[src/design/dtmfsr_pkg.sv]
// Purpose: Constants and types for the DTMF code serial readout back end
// Assumes: ref_clk at 125 MHz, tone detector front end supplies row/column hits
// Notes: Times in microseconds, cycle counts derived from the clock rate
package dtmfsr_pkg;
    localparam int CLK_KHZ = 125000;
    localparam int REF_HZ = 4194304;
    localparam int PRESENT_US = 10000;
    localparam int ABSENT_US = 1000;
    localparam int GAP_US = 40000;
    localparam int VALID_US = 15000;
    localparam int PRESENT_CYC = PRESENT_US * (CLK_KHZ / 1000);
    localparam int ABSENT_CYC = ABSENT_US * (CLK_KHZ / 1000);
    localparam int GAP_CYC = GAP_US * (CLK_KHZ / 1000);
    localparam int VALID_CYC = VALID_US * (CLK_KHZ / 1000);
    localparam int CODE_W = 4;
    localparam int SHIFT_PULSES = 4;
    localparam logic [3:0] CODE_RESET = 4'h0;

    typedef struct packed {
        logic [3:0] low_hit;
        logic [3:0] high_hit;
    } dtmfsr_tone_t;

    typedef enum logic [3:0] {
        ST_IDLE = 4'b0001,
        ST_PEND = 4'b0010,
        ST_ON = 4'b0100,
        ST_OFF = 4'b1000
    } dtmfsr_state_t;

    // Row 0..3 = 697,770,852,941 Hz; column 0..3 = 1209,1336,1477,1633 Hz
    function automatic logic [3:0] dtmfsr_encode(input logic [1:0] row, input logic [1:0] col);
        logic [3:0] c;
        c = 4'h0;
        if (col == 2'd3) begin
            c = (row == 2'd3) ? 4'h0 : 4'(4'hd + {2'b00, row});
        end else if (row == 2'd3) begin
            case (col)
                2'd0: c = 4'hb;
                2'd1: c = 4'ha;
                default: c = 4'hc;
            endcase
        end else begin
            c = 4'({2'b00, row} * 4'd3 + {2'b00, col} + 4'd1);
        end
        return c;
    endfunction : dtmfsr_encode
endpackage : dtmfsr_pkg

[src/design/dtmfsr_fifo.sv]
// Purpose: Small flip-flop FIFO for decoded key codes
// Assumes: Single clock, synchronous active high reset
// Notes: Depth must be a power of two
`timescale 1ns/1ps
`default_nettype none
module dtmfsr_fifo #(
    parameter int WIDTH = 4,
    parameter int DEPTH = 32
) (
    input wire logic ref_clk,
    input wire logic rst,
    input wire logic in_valid,
    output logic in_ready,
    input wire logic [WIDTH-1:0] in_data,
    output logic out_valid,
    input wire logic out_ready,
    output logic [WIDTH-1:0] out_data
);
    localparam int AW = $clog2(DEPTH);
    initial begin
        if (DEPTH < 2 || (1 << AW) != DEPTH || WIDTH < 1) begin
            $error("dtmfsr_fifo: bad WIDTH or DEPTH");
        end
    end
    logic [WIDTH-1:0] mem_q [DEPTH];
    logic [AW:0] wr_q;
    logic [AW:0] rd_q;
    wire do_wr = in_valid && in_ready;
    wire do_rd = out_valid && out_ready;
    assign in_ready = (wr_q - rd_q) != (AW+1)'(DEPTH);
    assign out_valid = wr_q != rd_q;
    assign out_data = mem_q[rd_q[AW-1:0]];
    always_ff @(posedge ref_clk) begin
        if (do_wr) begin
            mem_q[wr_q[AW-1:0]] <= in_data;
        end
    end
    always_ff @(posedge ref_clk) begin
        if (rst) begin
            wr_q <= '0;
            rd_q <= '0;
        end else begin
            wr_q <= wr_q + (AW+1)'(do_wr);
            rd_q <= rd_q + (AW+1)'(do_rd);
        end
    end
endmodule : dtmfsr_fifo
`default_nettype wire

[src/design/dtmfsr_top.sv]
// Purpose: Key code decode, tone flags and serial readout
// Assumes: Front end gives one-hot row and column hits; shift clock synchronous
// Notes: No registers reachable by software
`timescale 1ns/1ps
`default_nettype none
module dtmfsr_top
    import dtmfsr_pkg::*;
#(
    parameter int PRESENT_CYCLES = dtmfsr_pkg::PRESENT_CYC,
    parameter int ABSENT_CYCLES = dtmfsr_pkg::ABSENT_CYC,
    parameter int GAP_CYCLES = dtmfsr_pkg::GAP_CYC,
    parameter int VALID_CYCLES = dtmfsr_pkg::VALID_CYC,
    parameter int FIFO_DEPTH = 32
) (
    input wire logic ref_clk,
    input wire logic rst,
    input wire dtmfsr_pkg::dtmfsr_tone_t tone_in,
    input wire logic shift_clk,
    input wire logic low_power_request,
    output logic serial_code_out,
    output logic early_tone_flag,
    output logic validated_tone_flag,
    output logic low_power_active,
    output logic code_overflow
);
    initial begin
        if (PRESENT_CYCLES < 1 || ABSENT_CYCLES < 1 || VALID_CYCLES <= PRESENT_CYCLES
            || GAP_CYCLES <= ABSENT_CYCLES) begin
            $error("dtmfsr_top: bad timing parameters");
        end
    end

    // ------------------------------------------------------------
    // Tone pair decode
    // ------------------------------------------------------------
    function automatic logic [1:0] idx4(input logic [3:0] h);
        return h[3] ? 2'd3 : h[2] ? 2'd2 : h[1] ? 2'd1 : 2'd0;
    endfunction : idx4
    function automatic logic one_hot(input logic [3:0] h);
        return (h != 4'h0) && ((h & (h - 4'h1)) == 4'h0);
    endfunction : one_hot

    wire pair_ok = one_hot(tone_in.low_hit) && one_hot(tone_in.high_hit) && !low_power_request;
    wire [3:0] pair_code = dtmfsr_encode(idx4(tone_in.low_hit), idx4(tone_in.high_hit));

    // ------------------------------------------------------------
    // Detection timers
    // ------------------------------------------------------------
    localparam int CW = $clog2(GAP_CYCLES + VALID_CYCLES + 2);
    dtmfsr_state_t state_q;
    dtmfsr_state_t state_d;
    logic [CW-1:0] cnt_q;
    logic [CW-1:0] gap_q;
    logic [3:0] cand_q;
    logic [3:0] held_q;
    logic early_q;
    logic valid_q;
    logic lp_q;

    wire same_pair = pair_ok && (pair_code == cand_q);
    wire present_done = cnt_q >= CW'(PRESENT_CYCLES - 1);
    wire absent_done = cnt_q >= CW'(ABSENT_CYCLES - 1);
    wire gap_done = gap_q >= CW'(GAP_CYCLES - 1);
    wire valid_done = cnt_q >= CW'(VALID_CYCLES - 1);

    always_comb begin
        state_d = state_q;
        case (state_q)
            ST_IDLE: state_d = pair_ok ? ST_PEND : ST_IDLE;
            ST_PEND: begin
                if (!same_pair) begin
                    state_d = ST_IDLE;
                end else if (present_done && gap_done) begin
                    state_d = ST_ON;
                end
            end
            ST_ON: state_d = same_pair ? ST_ON : ST_OFF;
            ST_OFF: begin
                if (same_pair) begin
                    state_d = ST_ON;
                end else if (absent_done) begin
                    state_d = ST_IDLE;
                end
            end
            default: state_d = ST_IDLE;
        endcase
    end

    wire enter_on = (state_q == ST_PEND) && (state_d == ST_ON);
    wire restart_cnt = (state_q != state_d) && !(state_q == ST_OFF && state_d == ST_ON);

    always_ff @(posedge ref_clk) begin
        if (rst) begin
            state_q <= ST_IDLE;
            cnt_q <= '0;
            cand_q <= CODE_RESET;
        end else begin
            state_q <= state_d;
            cnt_q <= restart_cnt ? '0 : (&cnt_q ? cnt_q : cnt_q + CW'(1));
            cand_q <= (state_q == ST_IDLE) ? pair_code : cand_q;
        end
    end

    always_ff @(posedge ref_clk) begin
        if (rst) begin
            gap_q <= CW'(GAP_CYCLES);
        end else if (state_q == ST_ON) begin
            gap_q <= '0;
        end else if (!gap_done) begin
            gap_q <= gap_q + CW'(1);
        end
    end

    // ------------------------------------------------------------
    // Flags and low power
    // ------------------------------------------------------------
    wire tone_on = (state_d == ST_ON) || (state_d == ST_OFF);
    wire early_rise = tone_on && !early_q;

    always_ff @(posedge ref_clk) begin
        if (rst) begin
            early_q <= 1'b0;
            valid_q <= 1'b0;
            lp_q <= 1'b0;
            held_q <= CODE_RESET;
        end else begin
            early_q <= tone_on;
            valid_q <= tone_on && (valid_q || (state_q == ST_ON && valid_done));
            lp_q <= low_power_request;
            held_q <= enter_on ? cand_q : held_q;
        end
    end

    // ------------------------------------------------------------
    // Code buffer
    // ------------------------------------------------------------
    logic fifo_in_ready;
    logic fifo_out_valid;
    logic [3:0] fifo_out_data;
    logic [3:0] head_q;
    logic head_valid_q;
    wire fifo_pop = fifo_out_valid && !head_valid_q;

    dtmfsr_fifo #(.WIDTH(CODE_W), .DEPTH(FIFO_DEPTH)) u_fifo (
        .ref_clk(ref_clk),
        .rst(rst),
        .in_valid(enter_on),
        .in_ready(fifo_in_ready),
        .in_data(cand_q),
        .out_valid(fifo_out_valid),
        .out_ready(fifo_pop),
        .out_data(fifo_out_data)
    );

    // ------------------------------------------------------------
    // Serial readout
    // ------------------------------------------------------------
    logic shift_q;
    logic [3:0] sreg_q;
    logic [2:0] pulses_q;
    logic overflow_q;
    wire shift_rise = shift_clk && !shift_q;
    wire shift_take = shift_rise && (pulses_q < 3'(SHIFT_PULSES)) && !early_rise;
    wire first_pulse = shift_take && (pulses_q == 3'd0);
    wire [3:0] latch_code = head_valid_q ? head_q : held_q;

    always_ff @(posedge ref_clk) begin
        if (rst) begin
            shift_q <= 1'b0;
            sreg_q <= CODE_RESET;
            pulses_q <= 3'd0;
            head_q <= CODE_RESET;
            head_valid_q <= 1'b0;
            overflow_q <= 1'b0;
        end else begin
            shift_q <= shift_clk;
            overflow_q <= overflow_q || (enter_on && !fifo_in_ready);
            if (early_rise) begin
                pulses_q <= 3'd0;
            end else if (shift_take) begin
                pulses_q <= pulses_q + 3'd1;
            end
            if (first_pulse) begin
                sreg_q <= latch_code;
            end else if (shift_take) begin
                sreg_q <= {1'b0, sreg_q[3:1]};
            end
            if (fifo_pop) begin
                head_q <= fifo_out_data;
                head_valid_q <= 1'b1;
            end else if (first_pulse) begin
                head_valid_q <= 1'b0;
            end
        end
    end

    assign serial_code_out = sreg_q[0];
    assign early_tone_flag = early_q;
    assign validated_tone_flag = valid_q;
    assign low_power_active = lp_q;
    assign code_overflow = overflow_q;

    // ------------------------------------------------------------
    // Checks
    // ------------------------------------------------------------
    chk_early_on_tone: assert property (@(posedge ref_clk) disable iff (rst)
        (state_q == ST_ON) |-> early_tone_flag)
        else $error("early flag low during tone");
    chk_valid_after_early: assert property (@(posedge ref_clk) disable iff (rst)
        $rose(validated_tone_flag) |-> $past(early_tone_flag))
        else $error("validated flag rose before early flag");
    chk_latch_first: assert property (@(posedge ref_clk) disable iff (rst)
        first_pulse |=> (sreg_q == $past(latch_code)))
        else $error("code not latched on first pulse");
    chk_shift_lsb: assert property (@(posedge ref_clk) disable iff (rst)
        (shift_take && !first_pulse) |=> (serial_code_out == $past(sreg_q[1])))
        else $error("shift did not advance one bit");
    chk_fifth_ignored: assert property (@(posedge ref_clk) disable iff (rst)
        (pulses_q == 3'd4 && !early_rise) |=> $stable(sreg_q))
        else $error("fifth pulse changed output");
    chk_pulse_limit: assert property (@(posedge ref_clk) disable iff (rst)
        pulses_q <= 3'd4)
        else $error("pulse count above four");
    chk_lowpower_follow: assert property (@(posedge ref_clk) disable iff (rst)
        low_power_request |=> low_power_active)
        else $error("low power not entered");
    chk_lowpower_quiet: assert property (@(posedge ref_clk) disable iff (rst)
        low_power_request [*2] |=> (state_q == ST_IDLE || state_q == ST_OFF))
        else $error("tone tracked in low power");
    chk_gap_before_on: assert property (@(posedge ref_clk) disable iff (rst)
        enter_on |-> gap_done)
        else $error("key accepted inside inter-digit gap");
    chk_present_time: assert property (@(posedge ref_clk) disable iff (rst)
        enter_on |-> present_done)
        else $error("tone accepted too early");
    chk_serial_bit: assert property (@(posedge ref_clk) disable iff (rst)
        first_pulse |=> (serial_code_out == $past(latch_code[0])))
        else $error("bit zero not shown first");
    chk_early_tracks_state: assert property (@(posedge ref_clk) disable iff (rst)
        early_tone_flag == (state_q == ST_ON || state_q == ST_OFF))
        else $error("early flag does not follow tone state");
    chk_valid_needs_early: assert property (@(posedge ref_clk) disable iff (rst)
        validated_tone_flag |-> early_tone_flag)
        else $error("validated flag high without early flag");
    chk_early_leads_valid: assert property (@(posedge ref_clk) disable iff (rst)
        $rose(early_tone_flag) |-> !validated_tone_flag)
        else $error("validated flag high at early rise");
    chk_valid_wait: assert property (@(posedge ref_clk) disable iff (rst)
        (state_q == ST_ON && !valid_done && !validated_tone_flag) |=> !validated_tone_flag)
        else $error("validated flag rose too soon");
    chk_pend_short: assert property (@(posedge ref_clk) disable iff (rst)
        (state_q == ST_PEND && !present_done) |=> !early_tone_flag)
        else $error("early flag before presence time");
    chk_gap_blocks_key: assert property (@(posedge ref_clk) disable iff (rst)
        (state_q == ST_PEND && !gap_done) |=> !early_tone_flag)
        else $error("early flag inside inter-digit gap");
    chk_absence_hold: assert property (@(posedge ref_clk) disable iff (rst)
        (state_q == ST_OFF && !same_pair && !absent_done) |=> early_tone_flag)
        else $error("early flag fell before absence time");
    chk_absence_drop: assert property (@(posedge ref_clk) disable iff (rst)
        (state_q == ST_OFF && !same_pair && absent_done) |=> !early_tone_flag)
        else $error("early flag held past absence time");
    chk_lowpower_block: assert property (@(posedge ref_clk) disable iff (rst)
        low_power_request |-> !enter_on)
        else $error("key accepted in low power");
    chk_lowpower_exit: assert property (@(posedge ref_clk) disable iff (rst)
        !low_power_request |=> !low_power_active)
        else $error("low power not left");
    chk_pulse_clear: assert property (@(posedge ref_clk) disable iff (rst)
        early_rise |=> (pulses_q == 3'd0))
        else $error("pulse count not cleared on early rise");
    chk_pulse_step: assert property (@(posedge ref_clk) disable iff (rst)
        shift_take |=> (pulses_q == $past(pulses_q) + 3'd1))
        else $error("pulse count did not step");
    chk_shift_hold: assert property (@(posedge ref_clk) disable iff (rst)
        !shift_take |=> $stable(serial_code_out))
        else $error("serial output moved without a pulse");
    chk_head_consumed: assert property (@(posedge ref_clk) disable iff (rst)
        (first_pulse && !fifo_pop) |=> !head_valid_q)
        else $error("read code not consumed");
    chk_held_update: assert property (@(posedge ref_clk) disable iff (rst)
        enter_on |=> (held_q == $past(cand_q)))
        else $error("accepted code not held");

    // ------------------------------------------------------------
    // Code table checks
    // ------------------------------------------------------------
    chk_code_key_one: assert property (@(posedge ref_clk) disable iff (rst)
        (state_q == ST_IDLE && tone_in.low_hit == 4'h1 && tone_in.high_hit == 4'h1)
        |=> (cand_q == 4'h1))
        else $error("key one code wrong");
    chk_code_key_nine: assert property (@(posedge ref_clk) disable iff (rst)
        (state_q == ST_IDLE && tone_in.low_hit == 4'h4 && tone_in.high_hit == 4'h4)
        |=> (cand_q == 4'h9))
        else $error("key nine code wrong");
    chk_code_key_star: assert property (@(posedge ref_clk) disable iff (rst)
        (state_q == ST_IDLE && tone_in.low_hit == 4'h8 && tone_in.high_hit == 4'h1)
        |=> (cand_q == 4'hb))
        else $error("star key code wrong");
    chk_code_key_hash: assert property (@(posedge ref_clk) disable iff (rst)
        (state_q == ST_IDLE && tone_in.low_hit == 4'h8 && tone_in.high_hit == 4'h4)
        |=> (cand_q == 4'hc))
        else $error("hash key code wrong");
    chk_code_key_a: assert property (@(posedge ref_clk) disable iff (rst)
        (state_q == ST_IDLE && tone_in.low_hit == 4'h1 && tone_in.high_hit == 4'h8)
        |=> (cand_q == 4'hd))
        else $error("key A code wrong");
    chk_code_key_d: assert property (@(posedge ref_clk) disable iff (rst)
        (state_q == ST_IDLE && tone_in.low_hit == 4'h8 && tone_in.high_hit == 4'h8)
        |=> (cand_q == 4'h0))
        else $error("key D code wrong");
endmodule : dtmfsr_top
`default_nettype wire

[config.mk]
export PLATFORM = sky130hd
export DESIGN_NAME = dtmfsr_top
export DESIGN_NICKNAME = d
export VERILOG_FILES = /design/src/design/dtmfsr_pkg.sv /design/src/design/dtmfsr_fifo.sv /design/src/design/dtmfsr_top.sv
export SDC_FILE = /design/constraint.sdc
export NUM_CORES = 1
export LEC_CHECK = 0
export BUFFER_PORTS_ARGS = -buffer_cell sky130_fd_sc_hd__buf_2
export CAP_MARGIN = 20
export CORE_MARGIN = 5
export CORE_UTILIZATION = 35
export DETAILED_ROUTE_END_ITERATION = 6
export GPL_TIMING_DRIVEN = 1
export PLACE_DENSITY = 0.48
export SKIP_LAST_GASP = 1
export SLEW_MARGIN = 20
export SYNTH_ARGS = -nofsm -noshare
export SYNTH_HDL_FRONTEND = slang
export SYNTH_SLANG_ARGS = --single-unit
export TNS_END_PERCENT = 30
[constraint.sdc]
create_clock -name ref_clk -period 5.2 [get_ports ref_clk]
set_input_delay 0.52 -clock ref_clk [delete_from_list [all_inputs] [get_ports ref_clk]]
set_output_delay 0.52 -clock ref_clk [all_outputs]
set_load 0.03 [all_outputs]
Word-level counts from Yosys, hierarchy flattened
Memory sizes are Yosys's and may differ from the RTL's. A register that Yosys moved wholly into a read port is not among the register bits.
Index checks and enable logic that the tools add are counted.

word-level totals
  memories kept = 1
  flip-flop bits (word level) = 83
  RAM bits = 128
  output and inout bits = 5
  logic and storage cells = 118
  bits of input ports = 12

operators by class
  equality and inequality tests = 14
  multiply operators = 1
  mux-type cells = 26
  reductions and logical operators = 42
  bitwise logic cells = 2
  $lt $le $gt $ge = 5
  $add $sub $neg = 11

memory list
  name          depth  width  rd ports  clocked after memory_dff  wr ports  RTL line           source
  u_fifo.mem_q  32     4      1         1                         1         dtmfsr_fifo.sv:25  logic [WIDTH-1:0] mem_q [DEPTH];

operators with widths
  operator                 number
  $add A23 B1 Y23 const B  2
  $ge A23 B21 Y1 const B   2
  $mux W23                 2
  $mux W4                  11
  $ge A23 B17 Y1 const B   1
  $ge A23 B23 Y1 const B   1
  $reduce_and A23 Y1       1
  $logic_and A1 B1 Y1      20
  $pmux W4 S4              1
  $add A6 B1 Y6            2
  $mux W2                  5
  $and A4 B4 Y4            2
  $eq A4 B3 Y1 const B     2
  $eq A4 B4 Y1 const B     2
  $logic_not A4 Y1         2
  $reduce_bool A4 Y1       2
  $sub A4 B1 Y4 const B    2
  $logic_not A1 Y1         7
  $mux W1                  6
  $ne A6 B6 Y1             1
  $ne A6 B6 Y1 const B     1
  $pmux W3 S2              1
  $reduce_or A2 Y1         3
  $sub A6 B6 Y6            1
  17 further kinds         21

Logic depth before layout (Yosys ltp)
  depth in word-level cells = 20
  depth in mapped cells = 17
  gate-level depth less buffers = 17

Cells and area by module
Synthesis repeated with hierarchy kept, for this count alone.

unflattened totals
  cell total of the unflattened synthesis = 889
  area, all modules = 10,174.8 um^2

by module, submodules not included
  module       area an instance (um^2)  sequential area each (um^2)  times used  cells each
  dtmfsr_fifo  5,984.5                  4,083.9                      1           404
  dtmfsr_top   4,190.3                  1,501.4                      1           485

Worst setup path after synthesis
No wires, ideal clock.

  path type = input -> register
  from = in tone_in[3] (netlist bit)
  to = reg u_fifo.wr_q[4]
  setup slack = 1.227 ns
  path buffers = 1
  arrival = 3.846 ns
  cell stages on the path = 16
  path through = buf_2 -> nor2_1 -> fa_1 -> inv_1 -> fa_1 -> nor2b_1 -> o31ai_1 -> xor2_1 -> and3_1 -> nand3_2 -> nor3_2 -> ha_1 -> ha_1 -> nand3_1 -> xor2_1 -> nor2_1

on the way
  longest elaborated chain between the ends = 13

RTL lines
  item                                                 RTL line                                              source
  start, declared                                      dtmfsr_top.sv:17                                      input wire dtmfsr_pkg::dtmfsr_tone_t tone_in,
  $mux W2 or $sub A4 B1 Y4 (tied branches)             dtmfsr_top.sv:37, dtmfsr_top.sv:40
  $add A4 B2 Y4, or another cell as far along          dtmfsr_pkg.sv:44                                      c = 4'({2'b00, row} * 4'd3 + {2'b00, col} + 4'd1);
  $add A4 B1 Y4, or another cell as far along          dtmfsr_pkg.sv:44
  $mux W4 or $logic_and A1 B1 Y1 (tied branches)       dtmfsr_pkg.sv:37, dtmfsr_top.sv:40
  $mux W4 or $logic_and A1 B1 Y1 (tied branches)       dtmfsr_pkg.sv:35, dtmfsr_top.sv:43
  $eq A4 B4 Y1 or $logic_and A1 B1 Y1 (tied branches)  dtmfsr_top.sv:60, dtmfsr_top.sv:43
  $logic_and A1 B1 Y1                                  dtmfsr_top.sv:60                                      wire same_pair = pair_ok && (pair_code == cand_q);
  $mux W4 (on tied branches)                           dtmfsr_top.sv:79, dtmfsr_top.sv:71, dtmfsr_top.sv:77
  $pmux W4 S4 *                                        dtmfsr_top.sv:68                                      case (state_q)
  $eq A4 B3 Y1 *                                       dtmfsr_top.sv:89                                      wire enter_on = (state_q == ST_PEND) && (state_d == ST_ON);
  $logic_and A1 B1 Y1 *                                dtmfsr_top.sv:89
  $logic_and A1 B1 Y1 *                                dtmfsr_fifo.sv:28                                     wire do_wr = in_valid && in_ready;
  $add A6 B1 Y6 *                                      dtmfsr_fifo.sv:43                                     wr_q <= wr_q + (AW+1)'(do_wr);
  end signal, assigned                                 dtmfsr_fifo.sv:43
  end, declared                                        dtmfsr_fifo.sv:26                                     logic [AW:0] wr_q;

Every way passes the cells marked *; elsewhere a longest branch is shown, timed or not.
A chain may end at the register's enable or synchronous reset.

Worst setup path after layout
  from = in tone_in[7] (netlist bit)
  to = mem u_fifo.mem_q[25][0] (enable)

on the way
  longest elaborated chain between the ends = 15

RTL lines
  item                             RTL line                                              source
  $mux W2                          dtmfsr_top.sv:37                                      return h[3] ? 2'd3 : h[2] ? 2'd2 : h[1] ? 2'd1 : 2'd0;
  $mul A2 B2 Y4                    dtmfsr_pkg.sv:44
  $add A4 B2 Y4                    dtmfsr_pkg.sv:44
  $add A4 B1 Y4                    dtmfsr_pkg.sv:44
  $mux W4                          dtmfsr_pkg.sv:37                                      end else if (row == 2'd3) begin
  $mux W4                          dtmfsr_pkg.sv:35                                      if (col == 2'd3) begin
  $eq A4 B4 Y1                     dtmfsr_top.sv:60
  $logic_and A1 B1 Y1              dtmfsr_top.sv:60
  $mux W4 (on tied branches)       dtmfsr_top.sv:79, dtmfsr_top.sv:71, dtmfsr_top.sv:77
  $pmux W4 S4 *                    dtmfsr_top.sv:68
  $eq A4 B3 Y1 *                   dtmfsr_top.sv:89
  $logic_and A1 B1 Y1 *            dtmfsr_top.sv:89
  $logic_and A1 B1 Y1 *            dtmfsr_fifo.sv:28
  $mux W1 *                        dtmfsr_fifo.sv:34                                     if (do_wr) begin
  $mux W1 (not written as such) *  dtmfsr_fifo.sv:35                                     mem_q[wr_q[AW-1:0]] <= in_data;
  end, declared                    dtmfsr_fifo.sv:25

Marks and branches as above.

==> metrics.txt <==
count of cells resized by post-cts repair 0; max-capacitance violation count 0; DRT Wirelength approximately 22 mm; setup_tns 0 ps; Slew headroom between 30% and 40%; Iteration-0 DRC Markers 343; final core occ 40.0%; standard cell with the maximum stage delay on the critical path nor3_2; Antenna diodes 0; placed instance area ~10000 µm²; initial antenna violation count 0; DIE WIDTH 178 µm; biggest cell delay along the critical path between 500 and 600 ps; Setup-failing EPs final 0; Bufs on Longest Clock Path 3; Achievable Freq roughly 240 MHz; Startpoint Class input pin; Mean Syn Cell Area about 12 µm²; cell row count 61; CTS hold repair buffers 0; Final Instance Area around 11000 µm²; flops & latches, synth roughly 220; clock edge transition at the registers on the reported setup and hold paths about 60 ps; Clock Power Share between 40 and 50%; Post-synth ARST share 0%; Synthesis Warnings 0; slew at the pin closest to its max-slew limit a little under 1000 ps; number of global-route vias before repair 6422; area growth from synthesis to final layout 12.5%; worst supply voltage drop on vdd between 200 and 300 µV; number of fill cells in the layout 2617; unrepaired setup endpoints after global routing false; Max Clock Skew 14.7 ps; total power of the final layout around 3800 µW; clock tree from TritonCTS built; number of flops mapped to enable cells by yosys approximately 130; number of I/O pins 17; total routing resource utilization after global routing between 10 and 15%; initial standard-cell utilization of the core between 30% and 40%; height of the die 178 µm; combinational power share just over 6%; count of TritonRoute iterations in the first routing pass 5; Root Buffer clkbuf_16; GPL Wtd Cong 0.782; internal power consumption roughly 3000 µW; final net count 841; worst-path maximum fanout 8; status finished clean; summed instance area of the synthesized netlist slightly below 10000 µm²; total via count after detailed routing a little over 6k; internal reg-to-reg setup slack ~1600 ps; H-Tree Level Count 1; aggregate global routing overflow 0; drt via density 5.16; sequential share of power about half; Net Sw Power around 850 µW; count of cell types in the netlist roughly 70; synthesized net count about 830; final worst path period share about four fifths; leakage power total around 0.0036 µW; Final Hold Vio Count 0; Detail Route Antenna Nets 0; setup fix buffers added after clock tree synthesis 0; pin count of the biggest net entering global routing 38; number of standard cells after synthesis slightly below 800; clock latency at the later pin of the worst-skew pair about 530 ps; Min Clock Period, post-route ~4200 ps; area of the core 27900 µm²; power density over cell area ~340 nW/µm²; post-detailed-placement half-perimeter wirelength 14.6 mm; wire length of the first global-routing pass 35.4 mm; crit path capture type flip-flop; DR WL/cell about 19 µm; cell breakdown of the critical path buf_2, or2_1, inv_1, fa_1, inv_1, fa_1, nor2b_1, o31ai_1, xor2_1, and3_1, nand3_2, nor3_2, nand3_2, nor2_1; required time worst endpoint between 5000 and 6000 ps; share of post-route cells with drive strength above 1 17.0%; DRC violation count after routing 0; port buffer count 16; clock buffer count from CTS 25; most used flip-flop cell after synthesis edfxtp_1; fraction of the yosys area taken by sequential cells 56.5%; hold crit path type in -> reg; Die ar. 31700 µm²; switching fraction of total power roughly 22%; arrival time of the worst setup path around 4400 ps; number of clock sinks 215; category of the most critical setup path in -> reg; number of max-slew violations in the final report 0
## layout by cell type (no fill, tap or decap), types with 15 or more instances in the layout
cell type  count
nand2_1       43
nor2_1        94
nor3_2        21
a21oi_1       19
o21ai_0       25
clkbuf_16     25
nor3_1        15
nand3_1       21
ha_1          17
xor2_1        24
buf_2         16
dfxtp_1       82
inv_1         33
mux2i_1       15
xnor2_1       31
mux4_2        40
edfxtp_1     128
## worst paths after layout
path / start / endpoint / depth (start not counted)
hold reg to reg: gap_q[15] / gap_q[15] / 2
hold / removal: low_power_request / low_power_active / 2
setup / recovery: tone_in[7] / u_fifo.mem_q[25][0] / 14
setup reg to reg: u_fifo.rd_q[1] / u_fifo.wr_q[4] / 14
## logic make-up (layout without fill, tap and decap cells)
family,after synthesis,after routing,share of synthesized area [%]
AOI/OAI and AO/OA,104,104,7.33
xor gates and xnor gates,56,56,5.04
adders and majority gates,19,19,2.56
buffers and inverters,66,99,2.77
DFF,215,215,56.5
muxes,56,56,10.7
and+or+nand+nor,278,278,15.1
## through the flow
stage | std cells | worst slack [ps] | hold slack [ps]
after floorplan | 794 | 1230 | 463
after global placement | 1161 | 517 | 477
after detailed placement | 1161 | 362 | 489
after CTS | 1205 | 918 | 208
after global routing | 1205 | 749 | 219
final | 1205 | 965 | 233
## flip-flops by register name, summed over array words and instances (netlist names), 6 cells and up
signal / cells
cnt_q: 23
u_fifo.rd_q: 6
u_fifo.wr_q: 6
u_fifo.mem_q: 128
gap_q: 23
## power by group through the flow
stage	Clock, µW	Sequential [µW]	Combinational [µW]
finish	1670	1890	236
global route	1790	1900	261
CTS	1730	1900	240
detailed placement	0	1930	238
global placement	0	1930	233
floorplan	0	1900	191
## layout make-up
type                            count  area, µm²  share of cell area [%]
Multi-Input combinational cell    513       4030                    36.2
Clock buffer                       39        718                    6.45
Clock inverter                      5       67.6                   0.607
Tap cell                          378        473                    4.25
Sequential cell                   215       5590                    50.2
Timing Repair Buffer               21        118                    1.06
Inverter                           34        128                    1.15
## worst max-delay path: cells and delay by family
family / cells / cell delay (ps)
AND/OR/NAND/NOR: 7 / 2220
adder cells (fa/ha/maj): 2 / 850
buffers and inverters: 3 / 370
AO/OA/AOI/OAI: 1 / 300
XOR/XNOR: 1 / 160
## synth_stat cells (8+ instances only)
cell | number | share of area [%]
a21oi_1 | 20 | 1.0
and3_1 | 8 | 0.51
clkbuf_1 | 21 | 0.80
dfxtp_1 | 87 | 18
edfxtp_1 | 128 | 39
ha_1 | 17 | 2.2
inv_1 | 33 | 1.3
mux2i_1 | 15 | 1.5
mux4_2 | 40 | 9.1
nand2_1 | 43 | 1.6
nand3_1 | 21 | 1.1
nand3b_1 | 9 | 0.68
nand4_1 | 10 | 0.63
nor2_1 | 94 | 3.6
nor2b_1 | 10 | 0.63
nor3_1 | 15 | 0.76
nor3_2 | 21 | 2.1
o211ai_1 | 9 | 0.68
o21ai_0 | 25 | 1.3
or3_1 | 9 | 0.57
xnor2_1 | 31 | 2.7
xor2_1 | 24 | 2.1
## routing by layer
metal	track usage, %	wire (µm)	vias to the layer above
met5	0	0	-
met4	4.03	581	0
met3	2.37	772	42
met2	25.4	11300	106
met1	17.8	9730	3091
li1	-	-	2980
Note: power is estimated with default switching activity, not from simulation.
